==> config.mk <==
export PLATFORM = sky130hd
export DESIGN_NAME = debug_trigger_logic
export DESIGN_NICKNAME = d
export VERILOG_FILES = /design/src/opcode_tracker.v /design/src/trace_fifo.v /design/src/debug_trigger_logic.v
export VERILOG_INCLUDE_DIRS = /design/src /design/src/src
export SDC_FILE = /design/constraint.sdc
export NUM_CORES = 1
export LEC_CHECK = 0
export BUFFER_PORTS_ARGS = -buffer_cell sky130_fd_sc_hd__buf_2
export CORE_ASPECT_RATIO = 1.1
export CORE_MARGIN = 2
export CORE_UTILIZATION = 38
export CTS_CLUSTER_DIAMETER = 30
export CTS_CLUSTER_SIZE = 12
export DETAILED_ROUTE_END_ITERATION = 8
export PLACE_DENSITY = 0.68
export SLEW_MARGIN = 5
export SYNTH_ARGS = -nofsm -noshare
export SYNTH_HDL_FRONTEND = slang
export SYNTH_SLANG_ARGS = --single-unit
==> constraint.sdc <==
create_clock -name ref_clk -period 10.6 [get_ports ref_clk]
set_input_delay 1.06 -clock ref_clk [delete_from_list [all_inputs] [get_ports ref_clk]]
set_output_delay 1.06 -clock ref_clk [all_outputs]
set_load 0.02 [all_outputs]
==> src/debug_trigger_regs.vh <==
/*
 Register map, field positions and mode codes of the debug trigger logic.
 Assumes a 32-bit APB slave with word-aligned registers.
*/
`ifndef DEBUG_TRIGGER_REGS_VH
`define DEBUG_TRIGGER_REGS_VH

// ----------------------------------------------------------------
// Register byte offsets
// ----------------------------------------------------------------
`define OFF_COMP_A 12'h000
`define OFF_COMP_B 12'h004
`define OFF_FIFO_DATA 12'h008
`define OFF_CONTROL 12'h00c
`define OFF_TRIGGER_CONTROL 12'h010
`define OFF_DEBUG_STATUS 12'h014

// ----------------------------------------------------------------
// Control register fields
// ----------------------------------------------------------------
`define CTL_ENABLE 0
`define CTL_ARM 1
`define CTL_TAG 2
`define CTL_BREAKPOINT_REQUEST_ENABLE 3
`define CTL_RWA 4
`define CTL_COMP_A_DIRECTION_QUALIFY_ENABLE 5
`define CTL_RWB 6
`define CTL_COMP_B_DIRECTION_QUALIFY_ENABLE 7
`define CTL_RESET 8'h00

// ----------------------------------------------------------------
// Trigger control fields
// ----------------------------------------------------------------
`define TC_OPCODE_FETCH_TRIGGER_SELECT_BIT 7
`define TC_BEGIN_BIT 6
`define TC_MODE_HI 3
`define TC_MODE_LO 0
`define TC_RESET 8'h00
`define TC_WRITE_MASK 8'hcf

// ----------------------------------------------------------------
// Trigger mode codes
// ----------------------------------------------------------------
`define MODE_A_ONLY 4'h0
`define MODE_A_OR_B 4'h1
`define MODE_A_THEN_B 4'h2
`define MODE_EVENT_B 4'h3
`define MODE_A_THEN_EVENT_B 4'h4
`define MODE_A_AND_B_DATA 4'h5
`define MODE_A_AND_NOT_B_DATA 4'h6
`define MODE_INSIDE 4'h7
`define MODE_OUTSIDE 4'h8

// ----------------------------------------------------------------
// Sizes and CPU opcodes
// ----------------------------------------------------------------
`define FIFO_DEPTH 8
`define FIFO_PTR_W 3
`define FIFO_CNT_W 4
`define TRACK_DEPTH 4
`define TRACK_PTR_W 2
`define BACKGROUND_ENTRY_OPCODE 8'h82
`define SOFTWARE_INTERRUPT_OPCODE 8'h83

`endif

==> src/opcode_tracker.v <==
/*
 Follows compare hits on opcode fetches through the instruction queue.
 Assumes fetch and execute pulses in queue order, and a flush on change of flow.
*/
`timescale 1ns/1ns
`default_nettype none
`include "debug_trigger_regs.vh"

module opcode_tracker (
   // Clock and reset
   input wire ref_clk,
   input wire arst_n,
   // Queue events
   input wire fetch,
   input wire hit,
   input wire execute,
   input wire flush,
   // Result
   output reg executed
);

   reg [`TRACK_DEPTH-1:0] marks;
   reg [`TRACK_PTR_W-1:0] wrPtr;
   reg [`TRACK_PTR_W-1:0] rdPtr;

   always @(posedge ref_clk or negedge arst_n) begin
      if (!arst_n) begin
         marks <= {`TRACK_DEPTH{1'b0}};
         wrPtr <= {`TRACK_PTR_W{1'b0}};
         rdPtr <= {`TRACK_PTR_W{1'b0}};
         executed <= 1'b0;
      end else if (flush) begin
         marks <= {`TRACK_DEPTH{1'b0}};
         wrPtr <= {`TRACK_PTR_W{1'b0}};
         rdPtr <= {`TRACK_PTR_W{1'b0}};
         executed <= 1'b0;
      end else begin
         executed <= execute & marks[rdPtr];
         if (fetch) begin
            marks[wrPtr] <= hit;
            wrPtr <= wrPtr + 1'b1;
         end
         if (execute) begin
            rdPtr <= rdPtr + 1'b1;
         end
      end
   end

endmodule
`default_nettype wire

==> src/trace_fifo.v <==
/*
 Trace storage: eight 16-bit entries, linear or circular fill.
 Assumes the owner raises clear for one cycle at arming.
*/
`timescale 1ns/1ns
`default_nettype none
`include "debug_trigger_regs.vh"

module trace_fifo (
   // Clock and reset
   input wire ref_clk,
   input wire arst_n,
   // Fill side
   input wire clear,
   input wire push,
   input wire circular,
   input wire [15:0] din,
   // Drain side
   input wire pop,
   output wire [15:0] dout,
   output reg [`FIFO_CNT_W-1:0] count,
   output wire full
);

   reg [15:0] mem [0:`FIFO_DEPTH-1];
   reg [`FIFO_PTR_W-1:0] wrPtr;
   reg [`FIFO_PTR_W-1:0] rdPtr;
   wire empty;

   assign full = (count == `FIFO_DEPTH);
   assign empty = (count == {`FIFO_CNT_W{1'b0}});
   assign dout = mem[rdPtr];

   always @(posedge ref_clk) begin
      if (push && (!full || circular)) begin
         mem[wrPtr] <= din;
      end
   end

   always @(posedge ref_clk or negedge arst_n) begin
      if (!arst_n) begin
         wrPtr <= {`FIFO_PTR_W{1'b0}};
         rdPtr <= {`FIFO_PTR_W{1'b0}};
         count <= {`FIFO_CNT_W{1'b0}};
      end else if (clear) begin
         wrPtr <= {`FIFO_PTR_W{1'b0}};
         rdPtr <= {`FIFO_PTR_W{1'b0}};
         count <= {`FIFO_CNT_W{1'b0}};
      end else if (push && full && circular) begin
         // Oldest entry is dropped to keep the newest history
         wrPtr <= wrPtr + 1'b1;
         rdPtr <= rdPtr + 1'b1;
      end else if (push && !full) begin
         wrPtr <= wrPtr + 1'b1;
         count <= count + 1'b1;
      end else if (pop && !empty) begin
         rdPtr <= rdPtr + 1'b1;
         count <= count - 1'b1;
      end
   end

endmodule
`default_nettype wire

==> src/debug_trigger_logic.v <==
/*
 Debug trigger and breakpoint logic: two comparators, nine trigger modes,
 trace control and CPU breakpoint requests, with APB registers.
 Assumes the CPU bus pulses busValid per bus cycle on ref_clk, and flags
 opcode fetch, execute and change of flow in the same domain.
*/
// Decided for this implementation: the APB register port and the placing of the registers.
`timescale 1ns/1ns
`default_nettype none
`include "debug_trigger_regs.vh"

module debug_trigger_logic (
   // Clock and reset
   input wire ref_clk,
   input wire arst_n,
   // APB slave
   input wire psel,
   input wire penable,
   input wire pwrite,
   input wire [11:0] paddr,
   input wire [31:0] pwdata,
   output reg [31:0] prdata,
   output reg pready,
   output reg pslverr,
   // CPU bus cycle
   input wire busValid,
   input wire busRead,
   input wire [15:0] busAddr,
   input wire [7:0] busData,
   input wire opcodeFetch,
   input wire changeOfFlow,
   // Instruction queue
   input wire execute,
   input wire instrDone,
   input wire [7:0] execOpcode,
   input wire backgroundModeEnable,
   // CPU requests
   output reg tagRequest,
   output reg forceRequest,
   output reg substituteValid,
   output reg [7:0] substituteOpcode,
   output reg breakPending,
   output reg runActive
);

   // ----------------------------------------------------------------
   // Registers
   // ----------------------------------------------------------------
   reg [15:0] compA;
   reg [15:0] compB;
   reg [7:0] control;
   reg [7:0] triggerControl;
   reg compAHit;
   reg compBHit;
   reg seqArmed;
   reg tagMark;
   reg forceLatch;

   wire [3:0] triggerMode = triggerControl[`TC_MODE_HI:`TC_MODE_LO];
   wire opcodeSelect = triggerControl[`TC_OPCODE_FETCH_TRIGGER_SELECT_BIT];
   wire enable = control[`CTL_ENABLE];
   wire eventOnly = (triggerMode == `MODE_EVENT_B) || (triggerMode == `MODE_A_THEN_EVENT_B);
   wire beginTrace = triggerControl[`TC_BEGIN_BIT] | eventOnly;
   wire fullMode = (triggerMode == `MODE_A_AND_B_DATA) || (triggerMode == `MODE_A_AND_NOT_B_DATA);

   // ----------------------------------------------------------------
   // Comparators
   // ----------------------------------------------------------------
   wire dirOkA = !control[`CTL_COMP_A_DIRECTION_QUALIFY_ENABLE] || (busRead == control[`CTL_RWA]);
   wire dirOkB = !control[`CTL_COMP_B_DIRECTION_QUALIFY_ENABLE] || (busRead == control[`CTL_RWB]);
   wire rawA = busValid && (busAddr == compA) && dirOkA;
   wire rawB = busValid && (busAddr == compB) && dirOkB;
   wire dataEq = (busData == compB[7:0]);
   wire execA;
   wire execB;

   opcode_tracker trackA (
      .ref_clk(ref_clk),
      .arst_n(arst_n),
      .fetch(busValid & opcodeFetch),
      .hit(rawA),
      .execute(execute),
      .flush(changeOfFlow),
      .executed(execA)
   );

   opcode_tracker trackB (
      .ref_clk(ref_clk),
      .arst_n(arst_n),
      .fetch(busValid & opcodeFetch),
      .hit(rawB),
      .execute(execute),
      .flush(changeOfFlow),
      .executed(execB)
   );

   wire matchA = opcodeSelect ? execA : rawA;
   wire matchB = opcodeSelect ? execB : rawB;
   wire geA = busValid && (busAddr >= compA) && dirOkA;
   wire leB = busValid && (busAddr <= compB) && dirOkB;

   // ----------------------------------------------------------------
   // Trigger mode decode
   // ----------------------------------------------------------------
   reg trigger;
   reg capture;
   always @* begin
      trigger = 1'b0;
      capture = 1'b0;
      case (triggerMode)
         `MODE_A_ONLY: trigger = matchA;
         `MODE_A_OR_B: trigger = matchA | matchB;
         `MODE_A_THEN_B: trigger = matchB & seqArmed;
         `MODE_EVENT_B: capture = rawB;
         `MODE_A_THEN_EVENT_B: capture = rawB & seqArmed;
         `MODE_A_AND_B_DATA: trigger = rawA & dataEq;
         `MODE_A_AND_NOT_B_DATA: trigger = rawA & !dataEq;
         `MODE_INSIDE: trigger = geA & leB;
         `MODE_OUTSIDE: trigger = busValid && ((busAddr < compA) || (busAddr > compB)) && dirOkA;
         default: trigger = 1'b0;
      endcase
   end

   // Full modes issue tag requests on the address match alone
   wire breakSource = (fullMode && control[`CTL_TAG]) ? rawA : (trigger | capture);

   // ----------------------------------------------------------------
   // Trace FIFO
   // ----------------------------------------------------------------
   reg traceStarted;
   wire [`FIFO_CNT_W-1:0] fifoCount;
   wire fifoFull;
   wire [15:0] fifoOut;
   wire apbAccess = psel && penable && pready;
   wire armWrite = apbAccess && pwrite && (paddr == `OFF_CONTROL);
   wire armStart = armWrite && pwdata[`CTL_ARM] && pwdata[`CTL_ENABLE];
   wire fifoPop = apbAccess && !pwrite && (paddr == `OFF_FIFO_DATA) && !runActive;
   wire recording = runActive && (beginTrace ? (traceStarted | trigger) : 1'b1);
   wire flowPush = recording && !eventOnly && busValid && changeOfFlow;
   wire dataPush = runActive && eventOnly && capture;
   wire [15:0] fifoIn = eventOnly ? {8'h00, busData} : busAddr;

   trace_fifo fifo (
      .ref_clk(ref_clk),
      .arst_n(arst_n),
      .clear(armStart),
      .push(flowPush | dataPush),
      .circular(!beginTrace),
      .din(fifoIn),
      .pop(fifoPop),
      .dout(fifoOut),
      .count(fifoCount),
      .full(fifoFull)
   );

   // ----------------------------------------------------------------
   // Run control
   // ----------------------------------------------------------------
   wire runEnd = beginTrace ? fifoFull : trigger;
   always @(posedge ref_clk or negedge arst_n) begin
      if (!arst_n) begin
         runActive <= 1'b0;
         traceStarted <= 1'b0;
         seqArmed <= 1'b0;
         compAHit <= 1'b0;
         compBHit <= 1'b0;
      end else if (armStart) begin
         runActive <= 1'b1;
         traceStarted <= 1'b0;
         seqArmed <= 1'b0;
         compAHit <= 1'b0;
         compBHit <= 1'b0;
      end else if (!enable || !control[`CTL_ARM]) begin
         runActive <= 1'b0;
      end else if (runActive) begin
         if (runEnd) begin
            runActive <= 1'b0;
         end
         if (trigger) begin
            traceStarted <= 1'b1;
         end
         if (matchA) begin
            seqArmed <= 1'b1;
            compAHit <= 1'b1;
         end
         if (matchB) begin
            compBHit <= 1'b1;
         end
      end
   end

   // ----------------------------------------------------------------
   // Breakpoint requests
   // ----------------------------------------------------------------
   wire breakFire = runActive && control[`CTL_BREAKPOINT_REQUEST_ENABLE] && breakSource;
   always @(posedge ref_clk or negedge arst_n) begin
      if (!arst_n) begin
         tagRequest <= 1'b0;
         forceRequest <= 1'b0;
         tagMark <= 1'b0;
         forceLatch <= 1'b0;
         substituteValid <= 1'b0;
         substituteOpcode <= 8'h00;
         breakPending <= 1'b0;
      end else begin
         tagRequest <= breakFire && control[`CTL_TAG];
         forceRequest <= breakFire && !control[`CTL_TAG];
         if (breakFire && control[`CTL_TAG]) begin
            tagMark <= 1'b1;
         end else if (changeOfFlow || (execute && tagMark)) begin
            tagMark <= 1'b0;
         end
         if (breakFire && !control[`CTL_TAG]) begin
            forceLatch <= 1'b1;
         end else if (instrDone) begin
            forceLatch <= 1'b0;
         end
         // Marked opcode or finished instruction hands over the break opcode
         substituteValid <= (execute && tagMark) || (instrDone && forceLatch);
         substituteOpcode <= backgroundModeEnable ? `BACKGROUND_ENTRY_OPCODE : `SOFTWARE_INTERRUPT_OPCODE;
         breakPending <= tagMark | forceLatch;
      end
   end

   // ----------------------------------------------------------------
   // APB slave, zero wait states
   // ----------------------------------------------------------------
   always @(posedge ref_clk or negedge arst_n) begin
      if (!arst_n) begin
         compA <= 16'h0000;
         compB <= 16'h0000;
         control <= `CTL_RESET;
         triggerControl <= `TC_RESET;
         prdata <= 32'h00000000;
         pready <= 1'b0;
         pslverr <= 1'b0;
      end else begin
         pready <= psel && !penable;
         pslverr <= 1'b0;
         if (psel && !penable) begin
            prdata <= 32'h00000000;
            case (paddr)
               `OFF_COMP_A: prdata <= {16'h0000, compA};
               `OFF_COMP_B: prdata <= {16'h0000, compB};
               `OFF_FIFO_DATA: prdata <= {16'h0000, fifoOut};
               `OFF_CONTROL: prdata <= {24'h000000, control};
               `OFF_TRIGGER_CONTROL: prdata <= {24'h000000, triggerControl};
               `OFF_DEBUG_STATUS: prdata <= {24'h000000, compAHit, compBHit, runActive, 1'b0, fifoCount};
               default: pslverr <= 1'b1;
            endcase
         end
         if (apbAccess && pwrite) begin
            case (paddr)
               `OFF_COMP_A: compA <= pwdata[15:0];
               `OFF_COMP_B: compB <= pwdata[15:0];
               `OFF_CONTROL: control <= pwdata[7:0];
               // Unused bits 5:4 are not stored, so they always read 0
               `OFF_TRIGGER_CONTROL: triggerControl <= pwdata[7:0] & `TC_WRITE_MASK;
               default: control <= control;
            endcase
         end
         if (runActive && runEnd && !armStart) begin
            control[`CTL_ARM] <= 1'b0;
         end
      end
   end

endmodule
`default_nettype wire

# Yosys cells after proc, flatten, opt, wreduce, memory -nomap -nowiden

Memories as Yosys holds them, arrays and structs flattened.
Index checks and enable logic that the tools add are counted.

Flip-flop bits (word level): 126
Memory bits (writable): 128
Output and inout bits: 47
Word-level logic and storage cells: 249
Memories: 1

Add/subtract/negate cells: 8
Order comparisons: 10
Equal/unequal tests: 22
Multiplexer cells: 72
Bitwise logic cells: 14
Reduce and logical (&&, ||, !) cells: 92

Memories:

| name     | words | width | read ports | clocked after memory_dff | wr ports | RTL line        | text |
|---|---|---|---|---|---|---|---|
| fifo.mem | 8     | 16    | 1          | 0                        | 1        | trace_fifo.v:25 | `` reg [15:0] mem [0:`FIFO_DEPTH-1]; `` |

Operator list:

| kind                | number |
|---|---|
| $pmux 16 s6         | 1 |
| $logic_and 1x1->1   | 42 |
| $mux 1              | 37 |
| $eq 16x16->1        | 2 |
| $mux 4              | 8 |
| $eq 12x4->1 const B | 2 |
| $eq 12x5->1 const B | 2 |
| $mux 3              | 7 |
| $mux 2              | 10 |
| $reduce_bool 2->1   | 10 |
| $eq 4x3->1 const B  | 4 |
| $ge 16x16->1        | 1 |
| $gt 16x16->1        | 1 |
| $le 16x16->1        | 1 |
| $lt 16x16->1        | 1 |
| $mux 16             | 1 |
| $logic_not 1->1     | 14 |
| $reduce_and 2->1    | 7 |
| $eq 12x3->1 const B | 1 |
| $logic_not 12->1    | 1 |
| $lt 2x3->1 const B  | 4 |
| $logic_or 1x1->1    | 9 |
| $reduce_and 3->1    | 3 |
| $reduce_bool 3->1   | 3 |
| other kinds (21)    | 46 |

# Longest topological paths before layout

Depth in word-level cells: 17
Mapped depth: 15

# Cells and area by module

Synthesis repeated with hierarchy kept, for this count alone.

Cell total of the unflattened synthesis: 886
Area total of the unflattened synthesis: 11367.2 um^2

By module, submodules not included:

| module              | times used | cells an instance | area each (um^2) | sequential area each (um^2) |
|---|---|---|---|---|
| trace_fifo          | 1          | 298               | 5520.3           | 4093.9 |
| debug_trigger_logic | 1          | 508               | 4918.5           | 1901.8 |
| opcode_tracker      | 2          | 40                | 464.2            | 225.2 |

# Worst setup path before layout

No wires, ideal clock.

Path type: in2reg
Start point: in busAddr[15]
End point: mem fifo.mem[1][0], enable pin
Library setup time: 0.436 ns
Arrival: 4.966 ns
Slack: 5.198 ns
Cell stages on the path: 10
Buffers on the path: 1
Cells stage by stage: ha_1 > nand4_1 > or3_1 > or4_1 > o41ai_2 > nor4_1 > a41oi_2 > o211ai_2 > buf_4 > nor4b_1

Longest elaborated chain between the ends: 16
Elaborated cells on any way between the ends: 38
Classes of those cells: order compare (4); eq/ne (2); mux (7); bitwise (8); reduce/logical (17)

Ends and longest elaborated chain:

| what                                                                  | RTL line                  | text |
|---|---|---|
| from (decl)                                                           | debug_trigger_logic.v:28  | `input wire [15:0] busAddr,` |
| parallel branches: the longest is 12 deep, another holds $ge 16x16->1 | --                        |  |
| $or 1x1->1 *                                                          | debug_trigger_logic.v:147 | `.push(flowPush \| dataPush),` |
| $logic_and 1x1->1 *                                                   | trace_fifo.v:35           | `if (push && (!full \|\| circular)) begin` |
| $mux 1 *                                                              | trace_fifo.v:35           |  |
| $mux 1 (not written as such) *                                        | trace_fifo.v:36           | `mem[wrPtr] <= din;` |
| to (decl)                                                             | trace_fifo.v:25           |  |

Every way passes the cells marked *.

# Worst setup path after layout

Start point: in busAddr[15]
End point: mem fifo.mem[3][3], enable pin

The elaborated chain is that of the path after synthesis.

==> results.py <==
metrics = {
    "final_layout": {
        "final_nets": 1142,
        "layout_common_cells": "128 x edfxtp_1, 102 x dfrtp_1, 94 x nand2_1",
        "drive_gt1_share_pct": 24.7,
        "area_delta_synth_final_pct": 21.1,
        "postLayoutCellArea_sq_um": 13600,
        "final.fill_count": 2533,
        "final_common_cell": "edfxtp_1",
    },
    "cts": {
        "post-cts-setup-buffer-count": 0,
        "ctsResizeCount": 0,
        "clockBufferDepth": 3,
        "cts_root_buf": "clkbuf_16",
        "clk_latency_ns": 0.55,
        "htreeDepth": 2,
        "cts_buffers": 43,
        "clk_pin_slew_worst_paths_ns": 0.05,
        "cts.sinks": 232,
        "cts_tree": "yes",
        "cts_hold_buf": 0,
    },
    "power_and_ir_drop": {
        "ir_worst_vdd_mv": 0.110,
        "p_leak_uw": 0.00555,
        "p_per_area_nw_per_um2": 184,
        "p_total_uw": 2500,
    },
    "timing": {
        "final_max_slew_viol_count": 0,
        "finalCriticalPeriod_ns": 4.33,
        "hold_violations": 0,
        "tns_ns": 0,
        "skew_ns": 0.0410,
        "rsz0062_at_grt": "false",
        "max_freq_mhz": 231,
        "tightest_slew_ns": 1.05,
        "slew_headroom_pct": 30.1,
        "setup_viol": 0,
        "fin_crit_sh_pct": 40.8,
    },
    "setup_path": {
        "crit_required_ns": 10.75,
        "cp_max_fo": 16,
        "worstPathCellList": "buf_2 -> ha_1 -> nand4_1 -> or3_1 -> or4_1 -> o41ai_2 -> nor4_1 -> a41oi_2 -> o211ai_2 -> and4bb_2",
        "endpoint_kind": "register",
        "cp_slowest_cell": "and4bb_2",
        "arrival_ns": 4.47,
        "max_stage_delay_ns": 0.82,
        "startpoint_type": "input pin",
        "crit_type": "input pin to register",
    },
    "detailed_routing": {
        "initialDrtViolationCount": 535,
        "routed_wl_microns": 27300,
        "first_pass_iters": 5,
        "wl_per_cell_microns": 19.3,
        "via_count": 7619,
        "antenna_left": 0,
        "viasPerCell": 5.39,
        "drc": 0,
    },
    "grt": {
        "grt_use_total_pct": 18.0,
        "grt_pass1_vias": 7658,
        "antenna_found_initial": 3,
        "grt_pass1_wl_microns": 42800,
        "gr-total-overflow": 0,
        "grt_max_degree": 80,
    },
    "synth": {
        "synthCells": 910,
        "avgSynthCellArea_sq_um": 12.3,
        "synth_edf_count": 128,
        "yosysWarnings": 0,
        "synth.distinct_cells": 66,
        "netlist_area_sq_um": 11200,
        "seq_area_frac_synth_pct": 57.5,
        "ys_seq_elements": 232,
        "synthArstFlopShare_pct": 44.8,
        "synthFlopType": "edfxtp_1",
    },
    "placed_design": {
        "place_congestion": 0.897,
        "port_buffers": 89,
        "dp_hpwl_microns": 18100,
        "placed_cell_area_sq_um": 12000,
    },
    "hold_path": {
        "min_path_type": "input pin to async pin",
    },
    "floorplan": {
        "die_h_microns": 184,
        "rows": 65,
        "io_pins": 135,
        "fp.coreArea_sq_um": 28900,
        "die_area_sq_um": 30900,
        "die_x_microns": 168,
        "start_util_pct": 38.8,
    },
    "run_status": {
        "outcome": "complete, no violations",
    },
    "flow_run": {
        "cap_violations": 0,
    },
}
## Yosys cell counts, drive strengths merged, types with 3 or more instances
| master | number | area [sq um] |
|---|---|---|
| a31oi | 8 | 50.1 |
| nor2b | 14 | 87.6 |
| and2 | 3 | 18.8 |
| nand2 | 94 | 353 |
| ha | 44 | 551 |
| mux4 | 34 | 766 |
| o22ai | 5 | 31.3 |
| or3 | 7 | 43.8 |
| edfxtp | 128 | 3840 |
| buf | 33 | 214 |
| nor4 | 10 | 62.6 |
| mux2i | 30 | 300 |
| nand3 | 19 | 95.1 |
| xnor2 | 6 | 52.6 |
| o21ai | 60 | 300 |
| clkbuf | 38 | 143 |
| or3b | 3 | 26.3 |
| nor4b | 4 | 41.3 |
| a21o | 6 | 45.0 |
| mux2 | 23 | 259 |
| and3 | 6 | 37.5 |
| a21oi | 43 | 215 |
| inv | 51 | 191 |
| nand4 | 10 | 62.6 |
| dfrtp | 104 | 2600 |
| o211ai | 4 | 35.0 |
| nand2b | 5 | 31.3 |
| or4 | 4 | 30.0 |
| nor2 | 49 | 186 |
| or2 | 3 | 18.8 |
| o31ai | 4 | 30.0 |
| xor2 | 13 | 114 |
| a211oi | 4 | 35.0 |
| nor3 | 11 | 55.1 |
## worst paths after layout
kind / from / end / slack [ns] / depth (start not counted)
worst max-delay path: busAddr[15] / fifo.mem[3][3] / 6.27 / 10
worst min-delay path: arst_n / substituteOpcode[1] / 0.43 / 1
worst max register to register: compA[14] / fifo.mem[3][3] / 6.56 / 10
worst min register to register: prdata[5] / prdata[5] / 0.46 / 2
max in group asynchronous: arst_n / fifo.rdPtr[0] / 8.80 / 2
min in group ref_clk: prdata[5] / prdata[5] / 0.46 / 2
## report_power, final
| group | internal, uW | switching [uW] | total (uW) |
|---|---|---|---|
| Combinational | 27.2 | 60.4 | 87.5 |
| Sequential | 960 | 4.58 | 965 |
| Clock | 975 | 469 | 1440 |
## logic make-up (layout without fill, tap and decap cells)
family          count (synthesis)  in the layout  synth area share, %
simple gates                  247            247                 10.6
flops                         232            232                 57.5
compound gates                156            156                 8.49
buf+inv                       122            235                 4.89
mux                            87             87                 11.8
fa+ha+maj                      45             45                 5.09
xor+xnor                       19             19                 1.48
other cells                     2             25               0.0670
## sequential cells by signal, indices dropped and copies added, names as in the netlist, 3 cells and up
signal          count
compA              16
compB              16
control             8
fifo.count          4
fifo.mem          128
fifo.rdPtr          3
fifo.wrPtr          3
prdata             16
trackA.marks        4
trackB.marks        4
triggerControl      6
## metrics by stage
| stage | util [%] | setup WS, ns | instances | hold slack (ns) |
|---|---|---|---|---|
| 6_report | 47.0 | 6.27 | 1414 | 0.426 |
| 4_1_cts | 47.0 | 6.30 | 1411 | 0.439 |
| 3_3_place_gp | 41.6 | 5.77 | 1332 | 0.451 |
| 2_1_floorplan | - | 5.20 | 930 | 0.460 |
| 5_1_grt | 47.0 | 6.12 | 1414 | 0.452 |
| 3_5_place_dp | 41.6 | 5.76 | 1332 | 0.453 |
## metal layers
| metal | track usage, % | vias up | routed length, microns |
|---|---|---|---|
| li1 | - | 3499 | - |
| met5 | 0 | - | 0 |
| met1 | 24.1 | 3813 | 11900 |
| met3 | 3.07 | 53 | 1670 |
| met2 | 29.3 | 254 | 13000 |
| met4 | 7.34 | 0 | 784 |
## cell type report
| type | count | area [sq um] | area share (%) |
|---|---|---|---|
| diodes | 3 | 7.51 | 0.0553 |
| flip-flops and latches | 232 | 6450 | 47.5 |
| clock buffers | 47 | 1100 | 8.11 |
| clock inverters | 32 | 457 | 3.36 |
| well taps | 368 | 460 | 3.39 |
| repair buffers | 105 | 568 | 4.19 |
| multi-input cells | 576 | 4340 | 32.0 |
| inverters | 51 | 191 | 1.41 |
## worst max-delay path: cells and delay by family
family                   cells  cell delay, ns
adder cells (fa/ha/maj)      1            0.32
AO/OA/AOI/OAI                3            0.80
buffers and inverters        1            0.14
AND/OR/NAND/NOR              5            2.14
Power figures use the tool's default switching activity.
